$ cat src/shared/sys_cfg_regs.svh
`ifndef SYS_CFG_REGS_SVH
`define SYS_CFG_REGS_SVH

`define REG_IDX_TIMER_MASK    8'h24
`define REG_IDX_BLOCK_PROTECT 8'h35
`define REG_IDX_EEPROM_MAP    8'h37
`define REG_IDX_OPTIONS_2     8'h38
`define REG_IDX_OPTIONS_1     8'h39

`define RST_TIMER_MASK        8'h00
`define RST_BLOCK_PROTECT     8'hBF
`define RST_EEPROM_MAP        8'h00
`define RST_OPTIONS_2         8'h00
`define RST_OPTIONS_1         8'h10
`define BLOCK_PROTECT_MASK    8'hBF
`define OPTIONS_2_MASK        8'hFC
`define TIMER_MASK_MASK       8'hF3

`define OPT1_ADC_POWER        7
`define OPT1_PUMP_CLK         6
`define OPT1_IRQ_EDGE         5
`define OPT1_STOP_DELAY       4
`define OPT1_MON_EN           3
`define OPT1_MON_FORCE        2
`define SYSTEM_OPTIONS_2_LOAD_DRIVE       7
`define SYSTEM_OPTIONS_2_PORTC_OD         6
`define SYSTEM_OPTIONS_2_STRETCH          5
`define SYSTEM_OPTIONS_2_VISIBILITY       4
`define SYSTEM_OPTIONS_2_BIT_ORDER        3
`define SYSTEM_OPTIONS_2_EXTRA_DIV        2
`define BPR_BULK              7
`define BPR_CFG               4
`define BPR_REGION4           5

`define PROTECT_WINDOW_CYC    7'd64
`define STOP_DELAY_LONG_CYC   12'd4064
`define STOP_DELAY_SHORT_CYC  12'd4
`define EEPROM_WIN_BASE       12'hD80

`endif

$ cat src/shared/sys_cfg_pkg.sv
package sys_cfg_pkg;

	typedef enum logic [2:0] {
		WAKE_IDLE = 3'b001,
		WAKE_WAIT = 3'b010,
		WAKE_DONE = 3'b100
	} wake_state_t;

	typedef struct packed {
		logic special;
		logic expanded;
	} op_mode_t;

	typedef struct packed {
		logic [15:0] addr;
		logic        prog;
		logic        erase;
		logic        whole;
	} eeprom_req_t;

endpackage

$ cat src/hw/system_config_registers.sv
// The implementer's own choice: register access over AHB-Lite.
`timescale 1ns/100ps
`include "sys_cfg_regs.svh"

module system_config_registers
	import sys_cfg_pkg::*;
(
	input  wire logic        core_clk,
	input  wire logic        resetn,
	input  wire logic        clk_en,
	input  wire logic        hsel,
	input  wire logic [31:0] haddr,
	input  wire logic [1:0]  htrans,
	input  wire logic        hwrite,
	input  wire logic [2:0]  hsize,
	input  wire logic [31:0] hwdata,
	input  wire logic        hready,
	output logic      [31:0] hrdata,
	output logic             hreadyout,
	output logic             hresp,
	input  wire op_mode_t    op_mode,
	input  wire logic        rom_map_select,
	input  wire eeprom_req_t eeprom_req,
	input  wire logic        cfg_prog_req,
	input  wire logic        stop_exit_req,
	input  wire logic        clk_slow_detect,
	input  wire logic        instr_load_req,
	input  wire logic [7:0]  port_c_data,
	input  wire logic [7:0]  port_c_dir,
	input  wire logic        ext_access,
	input  wire logic [15:0] ext_addr,
	input  wire logic [3:0]  timer_flags,
	output logic             adc_power_up,
	output logic             pump_clock_select,
	output logic             irq_edge_select,
	output logic [1:0]       watchdog_rate_sel,
	output logic             clk_monitor_active,
	output logic             clk_fail_reset,
	output logic             stop_resume,
	output logic             instr_load_strobe_out,
	output logic             instr_load_strobe_oe,
	output logic [7:0]       port_c_out,
	output logic [7:0]       port_c_oe,
	output logic             ext_stretch,
	output logic             internal_read_visibility,
	output logic             bus_clock_out_en,
	output logic             serial_bit_order,
	output logic             serial_rate_extra_div,
	output logic             eeprom_window_hit,
	output logic             eeprom_prog_blocked,
	output logic             cfg_prog_blocked,
	output logic [3:0]       eeprom_page_select,
	output logic [1:0]       timer_prescale_sel,
	output logic             timer_tick,
	output logic             timer_irq
);

	////////////////////////////////////////////////////////////////////////

	function automatic logic [9:0] byte_addr(input logic [7:0] idx);
		byte_addr = {idx, 2'b00};
	endfunction

	function automatic logic [3:0] div_limit(input logic [1:0] sel);
		case (sel)
			2'b00:   div_limit = 4'd0;
			2'b01:   div_limit = 4'd3;
			2'b10:   div_limit = 4'd7;
			default: div_limit = 4'd15;
		endcase
	endfunction

	function automatic logic [4:0] region_of(input logic [11:0] off);
		logic [4:0] r;
		r = 5'b00000;
		if (off >= 12'hF80) begin
			r = 5'b10000;
		end else if (off >= 12'hE60) begin
			r = 5'b01000;
		end else if (off >= 12'hDE0) begin
			r = 5'b00100;
		end else if (off >= 12'hDA0) begin
			r = 5'b00010;
		end else if (off >= `EEPROM_WIN_BASE) begin
			r = 5'b00001;
		end
		region_of = r;
	endfunction

	////////////////////////////////////////////////////////////////////////

	logic [7:0]  opt1_q;
	logic [7:0]  opt1_d;
	logic [7:0]  system_options_2_q;
	logic [7:0]  system_options_2_d;
	logic [7:0]  eeprom_block_protect_q;
	logic [7:0]  eeprom_block_protect_d;
	logic [7:0]  tmask_q;
	logic [7:0]  tmask_d;
	logic [7:0]  emap_q;
	logic [7:0]  emap_d;
	logic        opt1_once_q;
	logic        eeprom_block_protect_once_q;
	logic        tmask_once_q;
	logic        emap_once_q;
	logic        vis_once_q;
	logic        vis_loaded_q;
	logic [6:0]  win_cnt_q;
	logic        dphase_q;
	logic        dwrite_q;
	logic [9:0]  daddr_q;
	logic [31:0] rdata_q;
	logic [3:0]  div_cnt_q;
	logic        tick_q;
	logic        irq_q;
	logic        fail_q;
	wake_state_t wake_q;
	wake_state_t wake_d;
	logic [11:0] wake_cnt_q;
	logic        load_out_q;
	logic        load_oe_q;

	wire [7:0] w = hwdata[7:0];
	wire special = op_mode.special;
	wire expanded = op_mode.expanded;
	wire test_mode = special & expanded;
	wire window_open = win_cnt_q < `PROTECT_WINDOW_CYC;
	wire addr_phase = hsel & htrans[1] & hready;
	wire wr = clk_en & dphase_q & dwrite_q;
	wire wr_opt1 = wr & (daddr_q == byte_addr(`REG_IDX_OPTIONS_1));
	wire wr_system_options_2 = wr & (daddr_q == byte_addr(`REG_IDX_OPTIONS_2));
	wire wr_eeprom_block_protect = wr & (daddr_q == byte_addr(`REG_IDX_BLOCK_PROTECT));
	wire wr_tmask = wr & (daddr_q == byte_addr(`REG_IDX_TIMER_MASK));
	wire wr_emap = wr & (daddr_q == byte_addr(`REG_IDX_EEPROM_MAP));

	// Normal modes get one write inside the window (map and visibility: one write any time); special modes any time, visibility only when also expanded.
	wire opt1_ok = special | (window_open & ~opt1_once_q);
	wire eeprom_block_protect_ok = special | (window_open & ~eeprom_block_protect_once_q);
	wire tmask_ok = special | (window_open & ~tmask_once_q);
	wire emap_ok = special | ~emap_once_q;
	wire vis_ok = test_mode | ~vis_once_q;

	////////////////////////////////////////////////////////////////////////

	assign opt1_d = {w[7:6],
		opt1_ok ? w[5:4] : opt1_q[5:4],
		w[3],
		opt1_q[2] | (opt1_ok & w[2]),
		opt1_ok ? w[1:0] : opt1_q[1:0]};
	assign system_options_2_d = {w[7:5],
		vis_ok ? w[4] : system_options_2_q[4],
		w[3:2], 2'b00};
	// Clearing is limited, setting never is.
	assign eeprom_block_protect_d = (eeprom_block_protect_ok ? w : (eeprom_block_protect_q | w))
		& `BLOCK_PROTECT_MASK;
	assign tmask_d = {w[7:4], 2'b00,
		tmask_ok ? w[1:0] : tmask_q[1:0]};
	assign emap_d = {emap_ok ? w[7:4] : emap_q[7:4], w[3:0]};

	wire [7:0] rd_mux =
		(haddr[9:0] == byte_addr(`REG_IDX_OPTIONS_1))     ? opt1_q  :
		(haddr[9:0] == byte_addr(`REG_IDX_OPTIONS_2))     ? system_options_2_q  :
		(haddr[9:0] == byte_addr(`REG_IDX_BLOCK_PROTECT)) ? eeprom_block_protect_q :
		(haddr[9:0] == byte_addr(`REG_IDX_TIMER_MASK))    ? tmask_q :
		(haddr[9:0] == byte_addr(`REG_IDX_EEPROM_MAP))    ? emap_q  :
		8'h00;

	// Zero wait states; unmapped words read zero and ignore writes.
	assign hreadyout = 1'b1;
	assign hresp = 1'b0;
	assign hrdata = rdata_q;

	always_ff @(posedge core_clk or negedge resetn) begin
		if (!resetn) begin
			dphase_q <= 1'b0;
			dwrite_q <= 1'b0;
			daddr_q <= 10'h000;
			rdata_q <= 32'h0000_0000;
		end else if (clk_en) begin
			dphase_q <= addr_phase;
			dwrite_q <= hwrite;
			daddr_q <= haddr[9:0];
			if (addr_phase && !hwrite) begin
				rdata_q <= {24'h00_0000, rd_mux};
			end
		end
	end

	always_ff @(posedge core_clk or negedge resetn) begin
		if (!resetn) begin
			win_cnt_q <= 7'd0;
		end else if (clk_en && window_open) begin
			win_cnt_q <= win_cnt_q + 7'd1;
		end
	end

	////////////////////////////////////////////////////////////////////////

	always_ff @(posedge core_clk or negedge resetn) begin
		if (!resetn) begin
			opt1_q <= `RST_OPTIONS_1;
			system_options_2_q <= `RST_OPTIONS_2;
			eeprom_block_protect_q <= `RST_BLOCK_PROTECT;
			tmask_q <= `RST_TIMER_MASK;
			emap_q <= `RST_EEPROM_MAP;
			opt1_once_q <= 1'b0;
			eeprom_block_protect_once_q <= 1'b0;
			tmask_once_q <= 1'b0;
			emap_once_q <= 1'b0;
			vis_once_q <= 1'b0;
			vis_loaded_q <= 1'b0;
		end else if (clk_en) begin
			// The mode strap is caught on the first enabled edge.
			if (!vis_loaded_q) begin
				vis_loaded_q <= 1'b1;
				system_options_2_q[`SYSTEM_OPTIONS_2_VISIBILITY] <= test_mode;
			end else if (wr_system_options_2) begin
				system_options_2_q <= system_options_2_d;
				vis_once_q <= 1'b1;
			end
			if (wr_opt1) begin
				opt1_q <= opt1_d;
				opt1_once_q <= 1'b1;
			end
			if (wr_eeprom_block_protect) begin
				eeprom_block_protect_q <= eeprom_block_protect_d;
				eeprom_block_protect_once_q <= 1'b1;
			end
			if (wr_tmask) begin
				tmask_q <= tmask_d;
				tmask_once_q <= 1'b1;
			end
			if (wr_emap) begin
				emap_q <= emap_d;
				emap_once_q <= 1'b1;
			end
		end
	end

	////////////////////////////////////////////////////////////////////////

	assign adc_power_up = opt1_q[`OPT1_ADC_POWER];
	assign pump_clock_select = opt1_q[`OPT1_PUMP_CLK];
	assign irq_edge_select = opt1_q[`OPT1_IRQ_EDGE];
	assign watchdog_rate_sel = opt1_q[1:0];
	assign clk_monitor_active = opt1_q[`OPT1_MON_EN]
		| opt1_q[`OPT1_MON_FORCE];
	assign serial_bit_order = system_options_2_q[`SYSTEM_OPTIONS_2_BIT_ORDER];
	assign serial_rate_extra_div = system_options_2_q[`SYSTEM_OPTIONS_2_EXTRA_DIV];
	assign internal_read_visibility = expanded
		& system_options_2_q[`SYSTEM_OPTIONS_2_VISIBILITY];
	assign bus_clock_out_en = expanded
		| ~system_options_2_q[`SYSTEM_OPTIONS_2_VISIBILITY];
	assign port_c_out = port_c_data;
	// Open-drain only ever pulls low, so a driven one floats.
	assign port_c_oe = port_c_dir & ~(port_c_data
		& {8{system_options_2_q[`SYSTEM_OPTIONS_2_PORTC_OD]}});
	assign ext_stretch = ext_access & expanded
		& system_options_2_q[`SYSTEM_OPTIONS_2_STRETCH]
		& (ext_addr[15] == ~rom_map_select);
	assign eeprom_page_select = emap_q[7:4];
	assign timer_prescale_sel = tmask_q[1:0];
	assign timer_tick = tick_q;
	assign timer_irq = irq_q;
	assign clk_fail_reset = fail_q;
	assign stop_resume = wake_q == WAKE_DONE;
	assign instr_load_strobe_out = load_out_q;
	assign instr_load_strobe_oe = load_oe_q;
	assign cfg_prog_blocked = cfg_prog_req & ~special
		& eeprom_block_protect_q[`BPR_CFG];

	wire [4:0] region_prot = {eeprom_block_protect_q[`BPR_REGION4], eeprom_block_protect_q[3:0]};
	assign eeprom_window_hit = (eeprom_req.addr[15:12] == emap_q[7:4])
		& (eeprom_req.addr[11:0] >= `EEPROM_WIN_BASE);
	wire whole_erase = eeprom_req.erase & eeprom_req.whole;
	assign eeprom_prog_blocked = eeprom_req.prog & eeprom_window_hit
		& ((|(region_of(eeprom_req.addr[11:0]) & region_prot))
		| (whole_erase & eeprom_block_protect_q[`BPR_BULK]));

	////////////////////////////////////////////////////////////////////////

	wire tick_now = div_cnt_q >= div_limit(tmask_q[1:0]);

	always_ff @(posedge core_clk or negedge resetn) begin
		if (!resetn) begin
			div_cnt_q <= 4'd0;
			tick_q <= 1'b0;
			irq_q <= 1'b0;
			fail_q <= 1'b0;
		end else if (clk_en) begin
			div_cnt_q <= tick_now ? 4'd0 : div_cnt_q + 4'd1;
			tick_q <= tick_now;
			irq_q <= |(timer_flags & tmask_q[7:4]);
			fail_q <= clk_monitor_active & clk_slow_detect;
		end
	end

	// Stop exit delay is taken from the bit at the moment of the request.
	always_comb begin
		wake_d = wake_q;
		case (wake_q)
			WAKE_IDLE: begin
				if (stop_exit_req) begin
					wake_d = WAKE_WAIT;
				end
			end
			WAKE_WAIT: begin
				if (wake_cnt_q == 12'd1) begin
					wake_d = WAKE_DONE;
				end
			end
			WAKE_DONE: wake_d = WAKE_IDLE;
			default:   wake_d = WAKE_IDLE;
		endcase
	end

	always_ff @(posedge core_clk or negedge resetn) begin
		if (!resetn) begin
			wake_q <= WAKE_IDLE;
			wake_cnt_q <= 12'd0;
		end else if (clk_en) begin
			wake_q <= wake_d;
			if (wake_q == WAKE_IDLE) begin
				wake_cnt_q <= opt1_q[`OPT1_STOP_DELAY]
					? `STOP_DELAY_LONG_CYC
					: `STOP_DELAY_SHORT_CYC;
			end else if (wake_q == WAKE_WAIT) begin
				wake_cnt_q <= wake_cnt_q - 12'd1;
			end
		end
	end

	// The pin pulls low for the strobe; the high kick is one core cycle,
	// the nearest this clock gets to a quarter bus cycle.
	always_ff @(posedge core_clk or negedge resetn) begin
		if (!resetn) begin
			load_out_q <= 1'b0;
			load_oe_q <= 1'b0;
		end else if (clk_en) begin
			if (instr_load_req) begin
				load_out_q <= 1'b0;
				load_oe_q <= 1'b1;
			end else begin
				load_out_q <= load_oe_q & ~load_out_q;
				load_oe_q <= load_oe_q & ~load_out_q & expanded
					& system_options_2_q[`SYSTEM_OPTIONS_2_LOAD_DRIVE];
			end
		end
	end
endmodule

$ cat config.mk
export PLATFORM = sky130hd
export DESIGN_NAME = system_config_registers
export DESIGN_NICKNAME = d
export VERILOG_FILES = /design/src/shared/sys_cfg_pkg.sv /design/src/hw/system_config_registers.sv
export VERILOG_INCLUDE_DIRS = /design/src /design/src/shared
export SDC_FILE = /design/constraint.sdc
export NUM_CORES = 1
export LEC_CHECK = 0
export BUFFER_PORTS_ARGS = -buffer_cell sky130_fd_sc_hd__buf_2
export CAP_MARGIN = 20
export CORE_MARGIN = 2
export CORE_UTILIZATION = 45
export CTS_BUF_LIST = sky130_fd_sc_hd__clkbuf_8
export CTS_CLUSTER_DIAMETER = 150
export CTS_CLUSTER_SIZE = 16
export DETAILED_ROUTE_END_ITERATION = 10
export GPL_ROUTABILITY_DRIVEN = 0
export PLACE_DENSITY = 0.79
export SETUP_SLACK_MARGIN = 0.5
export SLEW_MARGIN = 20
export SYNTH_ARGS = -nofsm -noshare
export SYNTH_HDL_FRONTEND = slang
export SYNTH_SLANG_ARGS = --single-unit
$ cat constraint.sdc
create_clock -name core_clk -period 1.9 [get_ports core_clk]
set_input_delay 0.475 -clock core_clk [delete_from_list [all_inputs] [get_ports core_clk]]
set_output_delay 0.475 -clock core_clk [all_outputs]
set_load 0.02 [all_outputs]
==> results of run 1 <==
worst min-delay path by stage:
stage	startpoint	to	cells after the start
after CTS	resetn	system_options_2_q[3]	2
after global placement	tmask_once_q	tmask_once_q	1
after floorplan	resetn	clk_fail_reset	0
final	resetn	emap_q[5]	2
after detailed placement	tmask_once_q	tmask_once_q	1
after global routing	resetn	win_cnt_q[1]	2
power by group through the flow:
stage | Sequential [mW] | Clock [mW] | Combinational (mW)
2_1_floorplan | 2.52 | 0 | 1.15
3_5_place_dp | 2.58 | 0 | 1.60
4_1_cts | 2.53 | 1.23 | 2.00
5_1_grt | 2.61 | 1.34 | 2.57
6_report | 2.58 | 1.24 | 2.40
3_3_place_gp | 2.56 | 0 | 1.53
cell families after synthesis:
group           Yosys count  synth area share (%)
compound gates          121                  17.0
xor+xnor                 11                  1.88
buf+inv                  68                  8.19
flops                    92                  45.0
other cells               2                 0.146
fa+ha+maj                 8                  1.95
simple gates            141                  15.7
mux                      43                  10.1
flip-flops by register name, indices dropped and copies added, names as in the netlist, 7 cells and up:
name and cells:
wake_cnt_q 12, hrdata 8, eeprom_block_protect_q 7, daddr_q 10, opt1_q 8, emap_q 8
win_cnt_q 7
layer usage:
layer	track usage [%]	part of all wire, %	vias up
li1	-	-	2118
met1	30.1	37	2419
met2	42.2	52	248
met3	4.05	7.2	63
met4	9.17	4.1	0
met5	0	0	-
worst reg2reg max path, cell delays in order (launching register included):
cell     delay, ns
dfrtp_1       0.38
or2_4         0.27
nor4b_4       0.32
buf_4         0.18
nand4_4       0.12
a21o_4        0.25
mux2_4        0.31
stage by stage:
stage	area (sq um)	cells	power, mW	utilization [%]	hold WS [ns]
6_report	7680	843	6.21	68.2	0.0994
5_1_grt	7680	843	6.52	68.2	0.175
4_1_cts	7140	815	5.75	63.3	0.167
3_5_place_dp	6190	757	4.18	54.9	0.453
3_3_place_gp	6190	757	4.09	54.9	0.453
2_1_floorplan	5480	510	3.67	-	0.179
cell type report:
cell class              count  share of cell area [%]
clock inverters             7                   0.668
repair buffers            230                    24.0
multi-input cells         350                    40.5
inverters                  12                   0.586
clock buffers               9                    1.61
well taps                 143                    2.33
flip-flops and latches     92                    30.2
timing repair:
action,4_1_cts,5_1_grt
pin swaps,30,32
hold buffers,0,0
buffers inserted,42,28
cloned,0,0
resized for setup,136,87
endpoints found under the setup margin,98,109
endpoints found under the hold margin,0,0
layout by cell type, fill, tap and decap left out, drive strengths merged, types with 11 or more instances in the layout:
master / Yosys / routed
nor2b: 12 / 12
inv: 12 / 15
mux2: 40 / 40
a21oi: 23 / 23
nor2: 29 / 29
a22o: 11 / 11
nand2b: 12 / 12
buf: 44 / 230
o21ai: 23 / 23
nand2: 25 / 25
dfrtp: 83 / 83
conb: 2 / 26
==> impl_metrics.py, run 1 <==
metrics = {
    "sta": {
        "max-slew-margin-rel_pct": 61.3,
        "fin_worst_skew_ns": 0.0192,
        "final.setup.worst_slack_ns": -0.486,
        "setup_viol": 3,
        "fin_crit_sh_pct": 126,
        "hold_viol": 0,
        "worstMarginPinSlew_ns": 0.576,
        "finalSetupTns_ns": -0.822,
        "rsz0062_at_grt": "yes",
        "drv_slew": 0,
        "timing.fmax_mhz": 419,
        "fin_crit_ns": 2.39,
    },
    "power_and_ir_drop": {
        "p_sw_share_pct": 36.5,
        "power.switching_mw": 2.27,
        "ir_worst_vdd_mv": 0.535,
        "pwr-share-clk_pct": 19.9,
        "power_frac_seq_pct": 41.5,
        "p_comb_share_pct": 38.6,
        "power.leakage_nw": 3.62,
        "power.internal_mw": 3.94,
        "power_density_mw_per_mm2": 808,
    },
    "floorplan": {
        "die_x_microns": 111,
        "coreArea_sq_mm": 0.0113,
        "start_util_pct": 45.6,
        "dieHeight_microns": 111,
        "rows": 39,
        "pin_count": 214,
        "dieArea_sq_mm": 0.0123,
    },
    "cts": {
        "insertion_delay_ns": 0.37,
        "path_clk_slew_ns": 0.11,
        "cts_tree": "yes",
        "clock_path_buffers": 2,
        "cts_sinks": 92,
        "htreeDepth": 3,
        "cts_root_buf": "clkbuf_8",
        "cts_buffers": 9,
    },
    "synthesis": {
        "synth.cell_area_sq_mm": 0.00514,
        "synth-main-ff-cell": "dfrtp_1",
        "synth-seq-cells": 92,
        "postSynthAreaPerCell_sq_um": 10.6,
        "yosys-top-cells-area": "dfrtp_1 40%, mux2_2 6.6%, buf_4 6.4%",
        "synth_top_area_cell": "dfrtp_1",
        "ys_seq_area_share_pct": 45.0,
        "synth_top_cell_area_share_pct": 40.4,
        "syn_inst": 486,
        "yosysUniqueCellTypes": 61,
        "ys_warn_count": 0,
        "ys_async_sr_fraction_pct": 100,
        "synth.most_common_cell": "dfrtp_1",
        "synthTopCellsByCount": "83 x dfrtp_1, 44 x buf_4, 30 x mux2_2",
        "synth_edf_count": 0,
    },
    "layout": {
        "nets": 841,
        "area_growth_pct": 49.6,
        "multi_input_area_sq_mm": 0.00311,
        "seq_area_sq_mm": 0.00232,
        "antenna_cells": 0,
        "drive_gt1_share_pct": 57.3,
        "final.fill_count": 747,
    },
    "global_routing": {
        "globalRouteOverflowTotal": 0,
        "grt_max_degree": 93,
        "grt_pass1_vias": 4781,
        "grt_pass1_wl_mm": 24.0,
        "antenna_found_initial": 0,
        "grtUsageTotal_pct": 24.2,
    },
    "detailed_routing": {
        "firstDrtPassIters": 4,
        "routed_via_density": 5.75,
        "drtIter0Drc": 339,
        "drcViolationCount": 0,
        "vias": 4848,
        "wire_per_inst_microns": 19.7,
        "routed_wl_mm": 16.6,
        "antenna_left": 0,
    },
    "hold_path": {
        "holdCritPathClass": "in2async",
    },
    "setup_path": {
        "crit_fanout": 2,
        "crit_buf_inv": 1,
        "regToRegSetupSlack_ns": 0,
        "critPathKind": "reg2out",
        "path_delay_family": "simple AND/OR/NAND/NOR gates",
        "cp_data_arrival_time_ns": 1.91,
        "cp-startpoint": "emap_q[6]",
        "cp-end-kind": "output pin",
        "cp_cell_sequence": "xnor2_2 -> nand2_1 -> nor4_4 -> nand2_1 -> a31oi_4 -> buf_6",
        "slowest_delay_ns": 0.46,
        "cp_common_cell": "nand2_1",
        "cp_slowest_cell": "dfrtp_1",
        "worst-path-stages": 6,
        "cp.required_ns": 1.42,
        "cp-endpoint": "eeprom_prog_blocked",
        "rr_worst_depth": 6,
        "rr_endpoint": "emap_q[5]",
        "critPathLaunchType": "flop",
        "r2r_start": "daddr_q[9]",
    },
    "run_status": {
        "violations": "setup timing",
        "status": "finished, violations left",
    },
    "placement": {
        "hpwlAfterDp_mm": 9.81,
        "io_buffers": 117,
        "place_ws_ns": -0.188,
    },
    "run": {
        "maxCapViolations": 0,
    },
}
Note: power is estimated with default switching activity, not from simulation.
==> run 2: changes to the inputs <==
- BUFFER_PORTS_ARGS: -buffer_cell sky130_fd_sc_hd__buf_2 -> -buffer_cell sky130_fd_sc_hd__buf_4
==> impl_metrics.py, run 2 (same netlist as run 1, synthesis figures left out) <==
metrics = {
    "run_status": {
        "status": "finished, violations left",
        "violations": "setup timing",
    },
    "layout": {
        "final.fill_count": 736,
        "drive_gt1_share_pct": 57.0,
        "largest_register_ffs": 12,
        "finalInstanceArea_sq_mm": 0.00782,
        "top_register": "wake_cnt_q",
        "final_cell_mix": "152 x buf_4, 75 x dfrtp_1, 65 x buf_6, 26 x conb_1",
        "antenna_cells": 0,
        "final_core_util_pct": 69.3,
        "area_growth_pct": 52.2,
        "nets": 832,
        "reg_top3": "wake_cnt_q x12, daddr_q x10",
        "mostFrequentLayoutCell": "buf_4",
    },
    "setup_path": {
        "cp_cell_sequence": "nor2_1 -> nor4_1 -> o21ai_0 -> a31oi_4 -> buf_6",
        "critPathKind": "reg2out",
        "cp-end-kind": "output pin",
        "crit_fanout": 4,
        "critPathLaunchType": "flop",
        "cp_data_arrival_time_ns": 1.69,
        "cp_slowest_cell": "dfstp_2",
        "slowest_delay_ns": 0.57,
        "cp.required_ns": 1.42,
    },
    "detailed_routing": {
        "drtIter0Drc": 317,
        "routed_wl_mm": 16.3,
        "vias": 4733,
        "drcViolationCount": 0,
        "antenna_left": 0,
        "routed_via_density": 5.68,
        "wire_per_inst_microns": 19.5,
        "firstDrtPassIters": 5,
    },
    "placement": {
        "io_buffers": 117,
        "place_ws_ns": -0.199,
        "placed_cell_area_sq_mm": 0.00644,
        "hpwlAfterDp_mm": 10.3,
    },
    "power_and_ir_drop": {
        "power.leakage_nw": 3.62,
        "power.total_mw": 6.48,
        "ir_worst_vdd_mv": 0.603,
        "power_density_mw_per_mm2": 829,
    },
    "sta": {
        "worstMarginPinSlew_ns": 0.540,
        "setup_viol": 7,
        "holdWs_ns": 0.0173,
        "final.setup.worst_slack_ns": -0.261,
        "drv_slew": 0,
        "fin_crit_sh_pct": 114,
        "fin_worst_skew_ns": 0.0129,
        "hold_viol": 0,
        "max-slew-margin-rel_pct": 63.7,
        "rsz0062_at_grt": "yes",
        "timing.fmax_mhz": 463,
        "fin_crit_ns": 2.16,
    },
    "floorplan": {
        "die_x_microns": 111,
        "pin_count": 214,
        "dieArea_sq_mm": 0.0123,
        "dieHeight_microns": 111,
        "start_util_pct": 45.6,
        "rows": 39,
        "coreArea_sq_mm": 0.0113,
    },
    "global_routing": {
        "grtUsageTotal_pct": 24.7,
        "globalRouteOverflowTotal": 0,
        "grt_pass1_wl_mm": 24.4,
        "antenna_found_initial": 0,
        "grt_max_degree": 36,
        "grt_pass1_vias": 4828,
    },
    "cts": {
        "cts.hold.buffers_added": 0,
        "cts_root_buf": "clkbuf_8",
        "htreeDepth": 3,
        "cts_sinks": 92,
        "path_clk_slew_ns": 0.09,
        "cts_tree": "yes",
        "insertion_delay_ns": 0.37,
        "clock_path_buffers": 2,
        "cts_buffers": 9,
    },
    "hold_path": {
        "holdCritPathClass": "in2async",
    },
    "run": {
        "maxCapViolations": 0,
    },
}
[run 2: power by group]
| group | leakage (nW) | internal (mW) | total, mW | switching [mW] |
|---|---|---|---|---|
| Clock | 0.0983 | 0.642 | 1.35 | 0.713 |
| Combinational | 2.37 | 1.31 | 2.55 | 1.24 |
| Sequential | 1.15 | 2.24 | 2.58 | 0.340 |
[run 2: layout make-up]
type | instances | area, sq um | area share (%)
Timing Repair Buffer | 221 | 1950 | 24.9
Tap cell | 143 | 179 | 2.29
Clock inverter | 6 | 63.8 | 0.817
Multi-Input combinational cell | 350 | 3120 | 39.9
Sequential cell | 92 | 2320 | 29.7
Inverter | 12 | 45.0 | 0.576
Clock buffer | 10 | 138 | 1.76
[run 2: worst max-delay path: cells and delay by family (launching register included)]
kind            cells  cell delay (ns)
compound gates      2             0.36
simple gates        2             0.24
buf+inv             1             0.14
flops               1             0.57
[run 2: final timing paths]
| kind | startpoint | cells after the start | end | slack [ns] |
|---|---|---|---|---|
| max in group asynchronous | resetn | 2 | eeprom_block_protect_q[1] | 1.30 |
| max reg2reg | daddr_q[9] | 6 | emap_q[6] | -0.04 |
| max | eeprom_block_protect_q[2] | 5 | eeprom_prog_blocked | -0.26 |
| min | resetn | 1 | emap_once_q | 0.02 |
| min reg2reg | win_cnt_q[5] | 1 | win_cnt_q[5] | 0.48 |
| min in group core_clk | hwdata[2] | 2 | eeprom_block_protect_q[2] | 0.34 |
[run 2: layer usage]
layer  vias to the layer above  GRT usage, %  routed length (microns)
met5                         -             0                        0
met4                         0          10.7                      599
met3                        64          3.17                      990
met2                       217          43.1                     8500
met1                      2345          30.9                     6200
li1                       2107             -                        -
[run 2: per-stage QoR]
stage               std cells  TNS [ns]
floorplan                 510   -0.0103
global placement          750     -1.29
detailed placement        750     -1.72
CTS                       810    -0.521
global route              834     -1.02
finish                    834    -0.504
[run 2: what timing repair did]
item,CTS,global route
hold endpoints to repair,0,0
pin swaps,15,20
setup buffers,44,24
endpoints found under the setup margin,98,107
resized for setup,109,64
